==> config.mk <==
export PLATFORM = sky130hd
export DESIGN_NAME = phy_status_bank
export DESIGN_NICKNAME = d
export VERILOG_FILES = /design/src/rtl/phy_status_pkg.sv /design/src/rtl/phy_flag_if.sv /design/src/rtl/phy_flag_store.sv /design/src/rtl/phy_short_reset.sv /design/src/rtl/phy_status_bank.sv
export SDC_FILE = /design/constraint.sdc
export NUM_CORES = 1
export LEC_CHECK = 0
export BUFFER_PORTS_ARGS = -buffer_cell sky130_fd_sc_hd__clkbuf_2
export CORE_MARGIN = 3
export CORE_UTILIZATION = 40
export CTS_BUF_LIST = sky130_fd_sc_hd__clkbuf_8
export DETAILED_ROUTE_END_ITERATION = 8
export GPL_TIMING_DRIVEN = 0
export PLACE_DENSITY = 0.82
export SLEW_MARGIN = 20
export SYNTH_ARGS = -nofsm -noshare
export SYNTH_HDL_FRONTEND = slang
export SYNTH_SLANG_ARGS = --single-unit
==> constraint.sdc <==
create_clock -name clock -period 2.2 [get_ports clock]
set_input_delay 0.11 -clock clock [delete_from_list [all_inputs] [get_ports clock]]
set_output_delay 0.11 -clock clock [all_outputs]
set_load 0.02 [all_outputs]
==> src/rtl/phy_status_pkg.sv <==
// Constants, register map and types for the PHY status and control bank
package phy_status_pkg;

    localparam int            PORT_COUNT        = 3;
    localparam int            CLOCK_MHZ         = 125;

    // Short arbitrated bus reset length
    localparam int            SHORT_RESET_NS    = 1300;
    localparam int            SHORT_RESET_CYC   = (SHORT_RESET_NS * CLOCK_MHZ + 999) / 1000;

    // Register byte addresses
    localparam logic [3:0]    ADDR_CONTROL      = 4'h0;
    localparam logic [3:0]    ADDR_FLAGS        = 4'h4;
    localparam logic [3:0]    ADDR_PORT_ENABLE  = 4'h8;
    localparam logic [3:0]    ADDR_SELF_ID      = 4'hC;

    // Control register fields
    localparam int            CTL_LINK_ACTIVE   = 0;
    localparam int            CTL_CONTENDER     = 1;
    localparam int            CTL_JITTER_LO     = 2;
    localparam int            CTL_POWER_LO      = 5;
    localparam int            CTL_WATCH_EN      = 8;
    localparam int            CTL_SHORT_RESET   = 9;

    // Flag register fields
    localparam int            FLG_CONFIG_TO     = 0;
    localparam int            FLG_CABLE_DROP    = 1;
    localparam int            FLG_STATE_TO      = 2;
    localparam int            FLG_PORT_EVENT    = 3;

    // Self-ID packet bit positions
    localparam int            SID_LINK_ACTIVE   = 9;
    localparam int            SID_CONTENDER     = 20;
    localparam int            SID_POWER_LO      = 21;

    // Reset values
    localparam logic          RST_LINK_ACTIVE   = 1'b1;
    localparam logic          RST_CONTENDER     = 1'b0;
    localparam logic          RST_WATCH_EN      = 1'b0;
    localparam logic          RST_SHORT_RESET   = 1'b0;
    localparam logic [3:0]    RST_FLAGS         = 4'h2;
    localparam logic [2:0]    JITTER_VALUE      = 3'h0;

    typedef enum logic [1:0]
    {
        RESET_IDLE   = 2'b00,
        RESET_ACTIVE = 2'b01
    } reset_state_t;

endpackage

==> src/rtl/phy_flag_if.sv <==
// Flag set and clear signals between the bank and the flag module
`timescale 1ns/1ns
interface phy_flag_if;
    logic [3:0] setFlags;
    logic [3:0] clearFlags;
    logic [3:0] flags;

    modport bank (output setFlags, output clearFlags, input flags);
    modport store (input setFlags, input clearFlags, output flags);
endinterface

==> src/rtl/phy_flag_store.sv <==
// Sticky write-one-to-clear event flags
`timescale 1ns/1ns
module phy_flag_store
    import phy_status_pkg::*;
(
    // Clock and reset
    input  wire logic  clock,
    input  wire logic  rst_n,
    // Flag traffic
    phy_flag_if.store  flagBus
);

    genvar i;
    generate
        for (i = 0; i < 4; i++)
        begin : gFlag
            always_ff @(posedge clock)
            begin
                if (!rst_n)
                    flagBus.flags[i] <= RST_FLAGS[i];
                else if (flagBus.setFlags[i])
                    flagBus.flags[i] <= 1'b1;
                else if (flagBus.clearFlags[i])
                    flagBus.flags[i] <= 1'b0;
            end
        end
    endgenerate

endmodule // phy_flag_store

==> src/rtl/phy_short_reset.sv <==
// Timer for short arbitrated bus reset
`timescale 1ns/1ns
module phy_short_reset
    import phy_status_pkg::*;
(
    // Clock and reset
    input  wire logic  clock,
    input  wire logic  rst_n,
    // Control
    input  wire logic  start,
    output logic       busy
);

    reset_state_t      state;
    logic [7:0]        count;
    wire               done = (count == 8'(SHORT_RESET_CYC - 1));

    always_ff @(posedge clock)
    begin
        if (!rst_n)
        begin
            state <= RESET_IDLE;
            count <= 8'h00;
        end
        else
        begin
            case (state)
                RESET_IDLE:
                begin
                    count <= 8'h00;
                    if (start)
                        state <= RESET_ACTIVE;
                end
                RESET_ACTIVE:
                begin
                    count <= count + 8'h01;
                    if (done)
                        state <= RESET_IDLE;
                end
                default:
                    state <= RESET_IDLE;
            endcase
        end
    end

    assign busy = (state == RESET_ACTIVE);

endmodule // phy_short_reset

==> src/rtl/phy_status_bank.sv <==
// PHY status and control register bank behind classic Wishbone
// Behaviour
// - self-ID link bit is report AND power
// - link report sets on reset, holds otherwise
// - interface operational follows link power only
// - contender to self-ID bit 20, software set
// - jitter field reads zero
// - power class from pins at reset
// - watch enable makes resume raise port event
// - short reset request runs 1.3 us reset
// - config timeout flag set on tree timeout
// - watched flags with idle link wake link
// - config timeout only with legacy nodes
// - non-loop node timeout sets state flag, resets
// - cable drop flag on falling sense, resets 1
// - state timeout input also causes bus reset, one cycle later
// - port status change on an enabled port sets port event flag
`timescale 1ns/1ns
module phy_status_bank
    import phy_status_pkg::*;
(
    // Clock and reset
    input  wire logic                    clock,
    input  wire logic                    rst_n,
    // Wishbone slave
    input  wire logic                    wb_cyc_i,
    input  wire logic                    wb_stb_i,
    input  wire logic                    wb_we_i,
    input  wire logic [3:0]              wb_adr_i,
    input  wire logic [3:0]              wb_sel_i,
    input  wire logic [31:0]             wb_dat_i,
    output logic [31:0]                  wb_dat_o,
    output logic                         wb_ack_o,
    // Link side
    input  wire logic                    link_power_status_in,
    input  wire logic                    link_request_in,
    output logic                         link_wake_out,
    output logic                         linkOperational,
    output logic                         linkRequestTaken,
    // Node configuration
    input  wire logic [2:0]              power_class_pins,
    input  wire logic                    cable_power_sense_in,
    // Arbitration and port events
    input  wire logic                    busResetIn,
    input  wire logic                    treeIdTimeout,
    input  wire logic                    legacyTopology,
    input  wire logic                    stateTimeout,
    input  wire logic [PORT_COUNT-1:0]   portStatusChange,
    input  wire logic [PORT_COUNT-1:0]   resumeStart,
    // Bus reset and self-ID
    output logic                         busResetOut,
    output logic                         shortResetActive,
    output logic [31:0]                  selfIdBits
);

    import phy_status_pkg::*;

    phy_flag_if flagBus();

    logic                    link_active_report;
    logic                    contender;
    logic [2:0]              powerClass;
    logic                    resume_watch_int_enable;
    logic                    short_reset_request;
    logic [PORT_COUNT-1:0]   port_int_enable;
    logic                    powerCaught;
    logic                    senseLast;
    logic                    timeoutReset;
    logic                    shortStartDone;

    wire                     config_timeout_flag   = flagBus.flags[FLG_CONFIG_TO];
    wire                     cable_power_drop_flag = flagBus.flags[FLG_CABLE_DROP];
    wire                     state_timeout_flag    = flagBus.flags[FLG_STATE_TO];
    wire                     port_event_flag       = flagBus.flags[FLG_PORT_EVENT];

    // Bus decode
    wire                     access      = wb_cyc_i & wb_stb_i & ~wb_ack_o;
    wire                     writeAccess = access & wb_we_i;
    wire                     hitControl  = (wb_adr_i == ADDR_CONTROL);
    wire                     hitFlags    = (wb_adr_i == ADDR_FLAGS);
    wire                     hitPorts    = (wb_adr_i == ADDR_PORT_ENABLE);
    wire                     hitSelfId   = (wb_adr_i == ADDR_SELF_ID);
    wire                     writeCtlLo  = writeAccess & hitControl & wb_sel_i[0];
    wire                     writeCtlHi  = writeAccess & hitControl & wb_sel_i[1];
    wire                     writeFlags  = writeAccess & hitFlags & wb_sel_i[0];
    wire                     writePorts  = writeAccess & hitPorts & wb_sel_i[0];

    wire                     linkActive  = link_power_status_in;
    wire                     senseFall   = senseLast & ~cable_power_sense_in;
    wire                     anyPortEvt  = |(portStatusChange & port_int_enable);
    wire                     anyResume   = resume_watch_int_enable & (|resumeStart);
    wire                     busReset    = busResetIn | busResetOut;

    // Read data views
    wire [31:0]              controlView = {22'h000000,
                                            short_reset_request,
                                            resume_watch_int_enable,
                                            powerClass,
                                            JITTER_VALUE,
                                            contender,
                                            link_active_report};
    wire [31:0]              flagView    = {28'h0000000, flagBus.flags};
    wire [31:0]              portView    = {{(32 - PORT_COUNT){1'b0}}, port_int_enable};

    wire [31:0]              readMux     = hitControl ? controlView :
                                           hitFlags   ? flagView :
                                           hitPorts   ? portView :
                                           hitSelfId  ? selfIdBits : 32'h00000000;

    // Event flags
    assign flagBus.setFlags[FLG_CONFIG_TO]  = treeIdTimeout & legacyTopology;
    assign flagBus.setFlags[FLG_CABLE_DROP] = senseFall;
    assign flagBus.setFlags[FLG_STATE_TO]   = stateTimeout;
    assign flagBus.setFlags[FLG_PORT_EVENT] = anyPortEvt | anyResume;
    assign flagBus.clearFlags               = writeFlags ? wb_dat_i[3:0] : 4'h0;

    phy_flag_store uFlags
    (
        .clock   (clock),
        .rst_n   (rst_n),
        .flagBus (flagBus.store)
    );

    phy_short_reset uShortReset
    (
        .clock (clock),
        .rst_n (rst_n),
        .start (short_reset_request & ~shortResetActive & ~shortStartDone),
        .busy  (shortResetActive)
    );

    // Wishbone answer
    always_ff @(posedge clock)
    begin
        if (!rst_n)
        begin
            wb_ack_o <= 1'b0;
            wb_dat_o <= 32'h00000000;
        end
        else
        begin
            wb_ack_o <= access;
            if (access)
                wb_dat_o <= readMux;
        end
    end

    // Control bits that bus reset leaves alone
    always_ff @(posedge clock)
    begin
        if (!rst_n)
        begin
            link_active_report      <= RST_LINK_ACTIVE;
            contender               <= RST_CONTENDER;
            resume_watch_int_enable <= RST_WATCH_EN;
            port_int_enable         <= '0;
        end
        else
        begin
            if (writeCtlLo)
            begin
                link_active_report <= wb_dat_i[CTL_LINK_ACTIVE];
                contender          <= wb_dat_i[CTL_CONTENDER];
            end
            if (writeCtlHi)
                resume_watch_int_enable <= wb_dat_i[CTL_WATCH_EN];
            if (writePorts)
                port_int_enable <= wb_dat_i[PORT_COUNT-1:0];
        end
    end

    // Power class is caught from the pins in the first cycle after reset release
    always_ff @(posedge clock)
    begin
        if (!rst_n)
            powerCaught <= 1'b0;
        else
            powerCaught <= 1'b1;
    end

    always_ff @(posedge clock)
    begin
        if (!powerCaught)
            powerClass <= power_class_pins;
        else if (writeCtlLo)
            powerClass <= wb_dat_i[CTL_POWER_LO +: 3];
    end

    // Short reset request, cleared by any bus reset
    always_ff @(posedge clock)
    begin
        if (!rst_n)
        begin
            short_reset_request <= RST_SHORT_RESET;
            shortStartDone      <= 1'b0;
        end
        else
        begin
            if (writeCtlHi & wb_dat_i[CTL_SHORT_RESET])
                short_reset_request <= 1'b1;
            else if (busReset)
                short_reset_request <= 1'b0;
            // Delayed busy: bus reset pulse only in the first timer cycle
            shortStartDone <= shortResetActive;
        end
    end

    // Sense edge, timeout reset and link wake
    always_ff @(posedge clock)
    begin
        if (!rst_n)
        begin
            senseLast     <= 1'b1;
            timeoutReset  <= 1'b0;
            link_wake_out <= 1'b0;
        end
        else
        begin
            senseLast     <= cable_power_sense_in;
            timeoutReset  <= stateTimeout;
            link_wake_out <= resume_watch_int_enable & ~linkActive &
                             (config_timeout_flag | cable_power_drop_flag | state_timeout_flag);
        end
    end

    assign busResetOut      = timeoutReset | (shortResetActive & ~shortStartDone);
    assign linkOperational  = linkActive;
    assign linkRequestTaken = linkActive & link_request_in;

    // Self-ID packet fields
    always_comb
    begin
        selfIdBits                        = 32'h00000000;
        selfIdBits[SID_LINK_ACTIVE]       = link_active_report & link_power_status_in;
        selfIdBits[SID_CONTENDER]         = contender;
        selfIdBits[SID_POWER_LO +: 3]     = powerClass;
    end

endmodule // phy_status_bank

== Yosys cells after proc, flatten, opt, wreduce, memory -nomap -nowiden ==
Index checks and enable logic that the tools add are counted.

* $add $sub $neg: 1
* Equality and inequality tests: 8
* Reductions and logical operators: 11
* Bitwise logic cells: 33
* Mux-type cells: 20

{| class="wikitable"
|+ Operators with widths
! operator !! number
|-
| two-way mux 24 bit || 4
|-
| AND 1 bit || 21
|-
| one-hot mux 8 bit (2 select lines) || 1
|-
| nonzero test 2 bit || 5
|-
| two-way mux 1 bit || 9
|-
| adder 8 x 1 -> 8 bit, second input constant || 1
|-
| == test 4 bit, second input constant || 2
|-
| == test 8 bit, second input constant || 1
|-
| two-way mux 3 bit || 2
|-
| != test 2 x 1 -> 1 bit, second input constant || 3
|-
| inverter 1 bit || 6
|-
| OR reduction 3 bit || 2
|-
| OR 1 bit || 5
|-
| == test 4 x 3 -> 1 bit, second input constant || 1
|-
| zero test 4 bit || 1
|-
| two-way mux 2 bit || 2
|-
| two-way mux 4 bit || 1
|-
| one-hot mux 2 bit (2 select lines) || 1
|-
| AND 3 bit || 1
|-
| == test 2 x 1 -> 1 bit, second input constant || 1
|-
| zero test 2 bit || 1
|-
| AND reduction 2 bit || 1
|-
| OR reduction 2 bit || 1
|}

* Register bits: 62
* Input port bits: 61
* Word-level logic and storage cells: 92
* Output and inout bits: 70

== Longest topological paths before layout ==
* Depth in word-level cells: 8
* Depth in mapped cells: 5
* Gate-level depth less buffers: 5

== Hierarchy ==
From an unflattened synthesis, not the netlist that was laid out.

* Cell total of the unflattened synthesis: 237
* Area total of the unflattened synthesis: 2220.9 sq um

{| class="wikitable"
|+ By module, submodules not included
! module !! times used !! cells an instance !! area each (sq um)
|-
| phy_status_bank || 1 || 183 || 1687.9
|-
| phy_short_reset || 1 || 42 || 375.4
|-
| phy_flag_store || 1 || 12 || 157.7
|}

== Worst setup path before layout ==
OpenSTA, ideal clock, no wires.

* Kind: register to register
* Start point: register wb_ack_o
* End point: register powerClass[0] (enable)
* Cell stages (with the launch flop): 5
* Clock period less this slack: 1.288 ns
* Slack: 0.912 ns
* Library setup time: 0.303 ns
* Arrival time: 0.985 ns
* Path through: dfxtp_1 and3b_1 buf_2 nand4_2 nand2_1

* Word-level cells in the longest chain between the ends: 6

{| class="wikitable"
|+ Ends and longest elaborated chain
! item !! RTL line !! source
|-
| start: declaration || phy_status_bank.sv:33 || <nowiki>output logic wb_ack_o,</nowiki>
|-
| start signal: assignment || phy_status_bank.sv:142 || <nowiki>wb_ack_o <= access;</nowiki>
|-
| inverter 1 bit || phy_status_bank.sv:77 || <nowiki>wire access = wb_cyc_i & wb_stb_i & ~wb_ack_o;</nowiki>
|-
| AND 1 bit || phy_status_bank.sv:77 ||
|-
| AND 1 bit || phy_status_bank.sv:78 || <nowiki>wire writeAccess = access & wb_we_i;</nowiki>
|-
| AND 1 bit (2 in series) || phy_status_bank.sv:83 || <nowiki>wire writeCtlLo = writeAccess & hitControl & wb_sel_i[0];</nowiki>
|-
| != test 2 x 1 -> 1 bit (no source line) || n/a ||
|-
| end signal: assignment || phy_status_bank.sv:184 || <nowiki>powerClass <= power_class_pins;</nowiki>
|-
| end signal: assignment || phy_status_bank.sv:186 || <nowiki>powerClass <= wb_dat_i[CTL_POWER_LO +: 3];</nowiki>
|-
| end: declaration || phy_status_bank.sv:62 || <nowiki>logic [2:0] powerClass;</nowiki>
|}

No other way between the ends.
A chain may end at the register's enable or synchronous reset.

== Worst setup path in the final report ==
* Start point: input rst_n
* End point: register uFlags.flagBus.flags[0]

{| class="wikitable"
|+ RTL lines
! item !! RTL line !! source
|-
| start: declaration || phy_status_bank.sv:24 || <nowiki>input wire logic rst_n,</nowiki>
|-
| end signal: indexed assignment || phy_flag_store.sv:20 || <nowiki>flagBus.flags[i] <= RST_FLAGS[i];</nowiki>
|-
| end: declaration || phy_flag_if.sv:9 || <nowiki>modport store (input setFlags, input clearFlags, output flags);</nowiki>
|}

No word-level cell between the ends.

==> metrics.yaml <==
grt:
  grt_max_degree: 14
  antenna_found_initial: 0
  grt_pass1_vias: 1723
  grt_first_pass_wirelength_um: 8155
  gr-total-overflow: 0
  track_usage_pct: 16.44
floorplan:
  core_area_um2: 5238
  die_h_um: 80.49
  die-area_um2: 6479
  io_pins: 131
  start_util_pct: 42.38
  row_count: 26
  dieWidth_um: 80.49
run:
  maxCapViolCount: 0
critical_path:
  slowest_stage: "dlygate4sd3_1"
  path_class: "input pin to register"
  cp_cell_sequence: "dlygate4sd3_1 -> clkbuf_2 -> buf_2 -> inv_2 -> clkbuf_1 -> a21oi_1"
  critPathRequiredTime_ns: 2.37
  worstSetupStartpointType: "input pin"
  critPathMaxFanout: 10
  arrival_ns: 1.65
  max_stage_delay_ns: 0.53
  end_kind: "register"
routing:
  drt-vias-per-instance: 4.533
  drt_iter0_markers: 101
  routedWlPerCell_um: 12.08
  route.vias.total: 1940
  top_layer: "met4"
  wl_met1_um: 2166
  antenna_left: 0
  drc_errors: 0
  wl_met2_um: 2406
  dr.pass1.iters: 4
  drt-total-wl_um: 5171
  dr_wl_met3_um: 526
pwr:
  p_comb_share_pct: 18.1
  clockPowerShare_pct: 31.5
  peakVddDrop_mv: 0.3747
  switching_share_pct: 28.62
  p_seq_share_pct: 50.4
  powerDensity_nw_per_um2: 544.6
  p_leak_nw: 1.399
  internal_power_mw: 1.119
  switching_power_mw: 0.4485
place:
  hpwl_um: 4117
  place.gp.congestion: 0.8838
  place.port_buffers: 59
  dp.cells: 418
layout:
  diodes: 0
  fin_util_pct: 54.95
  synthToLayoutAreaGrowth_pct: 29.65
  fin_cells: 428
  drive_gt1_share_pct: 36.59
  fin_nets: 420
sta:
  finalSetupViolations: 0
  tns_ns: 0
  skew_ns: 0.007305
  hold_viol_final: 0
  min_period_ns: 1.476
  slew_viol_final: 0
  finalCritPeriodShare_pct: 67.10
  rsz0062_at_grt: "false"
  clock.fmax_mhz: 677.4
clocking:
  cts-root-buf: "clkbuf_8"
  cts.htree.levels: 2
  clkTransAtPathRegs_ns: 0.08
  post_cts_buffers: 0
  cts_tree: "built"
  clockBufferDepth: 2
  cts.sinks: 42
  cts_buffers: 5
  cts.repair.resized: 0
  clk_latency_ns: 0.30
yosys:
  yosys-top-cells-area: "dfxtp_1, buf_4, nand2_1"
  synth_cells: 244
  synth_ff_type: "dfxtp_1"
  ys_seq_area_share_pct: 39.23
  ys_top_cells_by_count: "buf_4, dfxtp_1, nand2_1"
  synth_top_cell_by_area: "dfxtp_1"
  syn_area_per_cell_um2: 9.097
  synth_most_common_cell: "buf_4"
  synth_cell_type_count: 50
  yosys.area.top_type_share_pct: 35.17
  synth_seq_cells: 42
  synth_edf_count: 3
  yosys_warnings: 0
  netlist_area_um2: 2220
  async_flop_share_pct: 0
worst_hold_path:
  min_path_type: "input pin to register"
outcome:
  status: "completed"
==> flip-flops by register name, indices dropped and copies added, names as in the netlist, 3 cells and up <==
register              flops
wb_dat_o                 13
uShortReset.count         8
uFlags.flagBus.flags      4
port_int_enable           3
powerClass                3
==> cell type report <==
| type | instances | area (um^2) |
|---|---|---|
| inverters | 8 | 30.03 |
| flip-flops and latches | 42 | 870.8 |
| fillers | 503 | 2360 |
| well taps | 70 | 87.58 |
| plain buffers | 56 | 405.4 |
| repair buffers | 61 | 315.3 |
| clock inverters | 3 | 17.52 |
| clock buffers | 5 | 68.82 |
| multi-input cells | 183 | 1082 |
==> per-stage QoR <==
step | instance area, um^2 | hold WS [ns] | setup WS [ns] | total power [mW]
finish | 2878 | 0.01342 | 0.7238 | 1.567
global route | 2878 | 0.01103 | 0.6418 | 1.650
CTS | 2878 | 0.01169 | 0.7239 | 1.575
detailed placement | 2771 | 0.2421 | 0.7755 | 1.084
global placement | 2771 | 0.2262 | 0.7700 | 1.082
floorplan | 2389 | 0.1377 | 0.9124 | 1.012
==> power by group through the flow <==
stage	sequential (mW)	clock, mW	combinational (mW)
floorplan	0.813	0	0.199
finish	0.790	0.494	0.283
global placement	0.807	0	0.275
detailed placement	0.808	0	0.276
CTS	0.790	0.506	0.280
global route	0.792	0.552	0.306
==> per-layer routing <==
layer | vias up | GRT usage (%)
met2 | 86 | 26.49
met4 | 0 | 6.081
li1 | 985 | -
met3 | 6 | 5.493
met5 | - | 0
met1 | 863 | 20.27
==> critical path, delay by kind of cell <==
| family | cells | cell delay [ns] |
|---|---|---|
| compound gates | 1 | 0.09 |
| buf+inv | 5 | 1.45 |
==> cell families (layout without fill, tap and decap cells) <==
family / after synthesis / count (layout) / synth area share [%]
adders and majority gates: 2 / 2 / 1.127
muxes: 9 / 9 / 4.228
DFF: 42 / 42 / 39.23
other: 1 / 46 / 0.1689
xor gates and xnor gates: 3 / 3 / 1.184
buffers and inverters: 64 / 133 / 19.62
and+or+nand+nor: 88 / 88 / 24.58
AOI/OAI and AO/OA: 35 / 35 / 9.865
==> cells in the final DEF (no fill, tap or decap), drive strengths merged, types with 2 or more instances in the layout <==
cell type,synthesis,final
dfxtp,39,39
ha,2,2
and3b,3,3
conb,1,46
nand2b,2,2
inv,8,9
nor2b,3,3
nand4,4,4
o31ai,3,3
or3,3,3
clkinv,0,2
mux2i,6,6
mux2,3,3
edfxtp,3,3
o21ai,6,6
nand3,14,14
and2,2,2
a21oi,16,16
xor2,2,2
o211ai,2,2
nor4b,2,2
o31a,2,2
nor2,11,11
nor4,4,4
buf,52,52
dlygate4sd3,0,2
nor3,3,3
nand2,27,27
clkbuf,4,68
nand3b,5,5
==> timing repair <==
item,in CTS,in global routing
endpoints found under the setup margin,0,0
hold buffers,2,0
endpoints found under the hold margin,2,0
==> worst paths after layout <==
check | end | slack, ns | cells after the start | start
worst min register to register | wb_dat_o[5] | 0.46 | 2 | wb_dat_o[5]
worst max-delay path | uFlags.flagBus.flags[0] | 0.72 | 6 | rst_n
worst max register to register | powerClass[0] | 0.83 | 4 | wb_ack_o
worst min-delay path | short_reset_request | 0.01 | 2 | busResetIn
No activity file was read; power rests on OpenSTA's default activity.
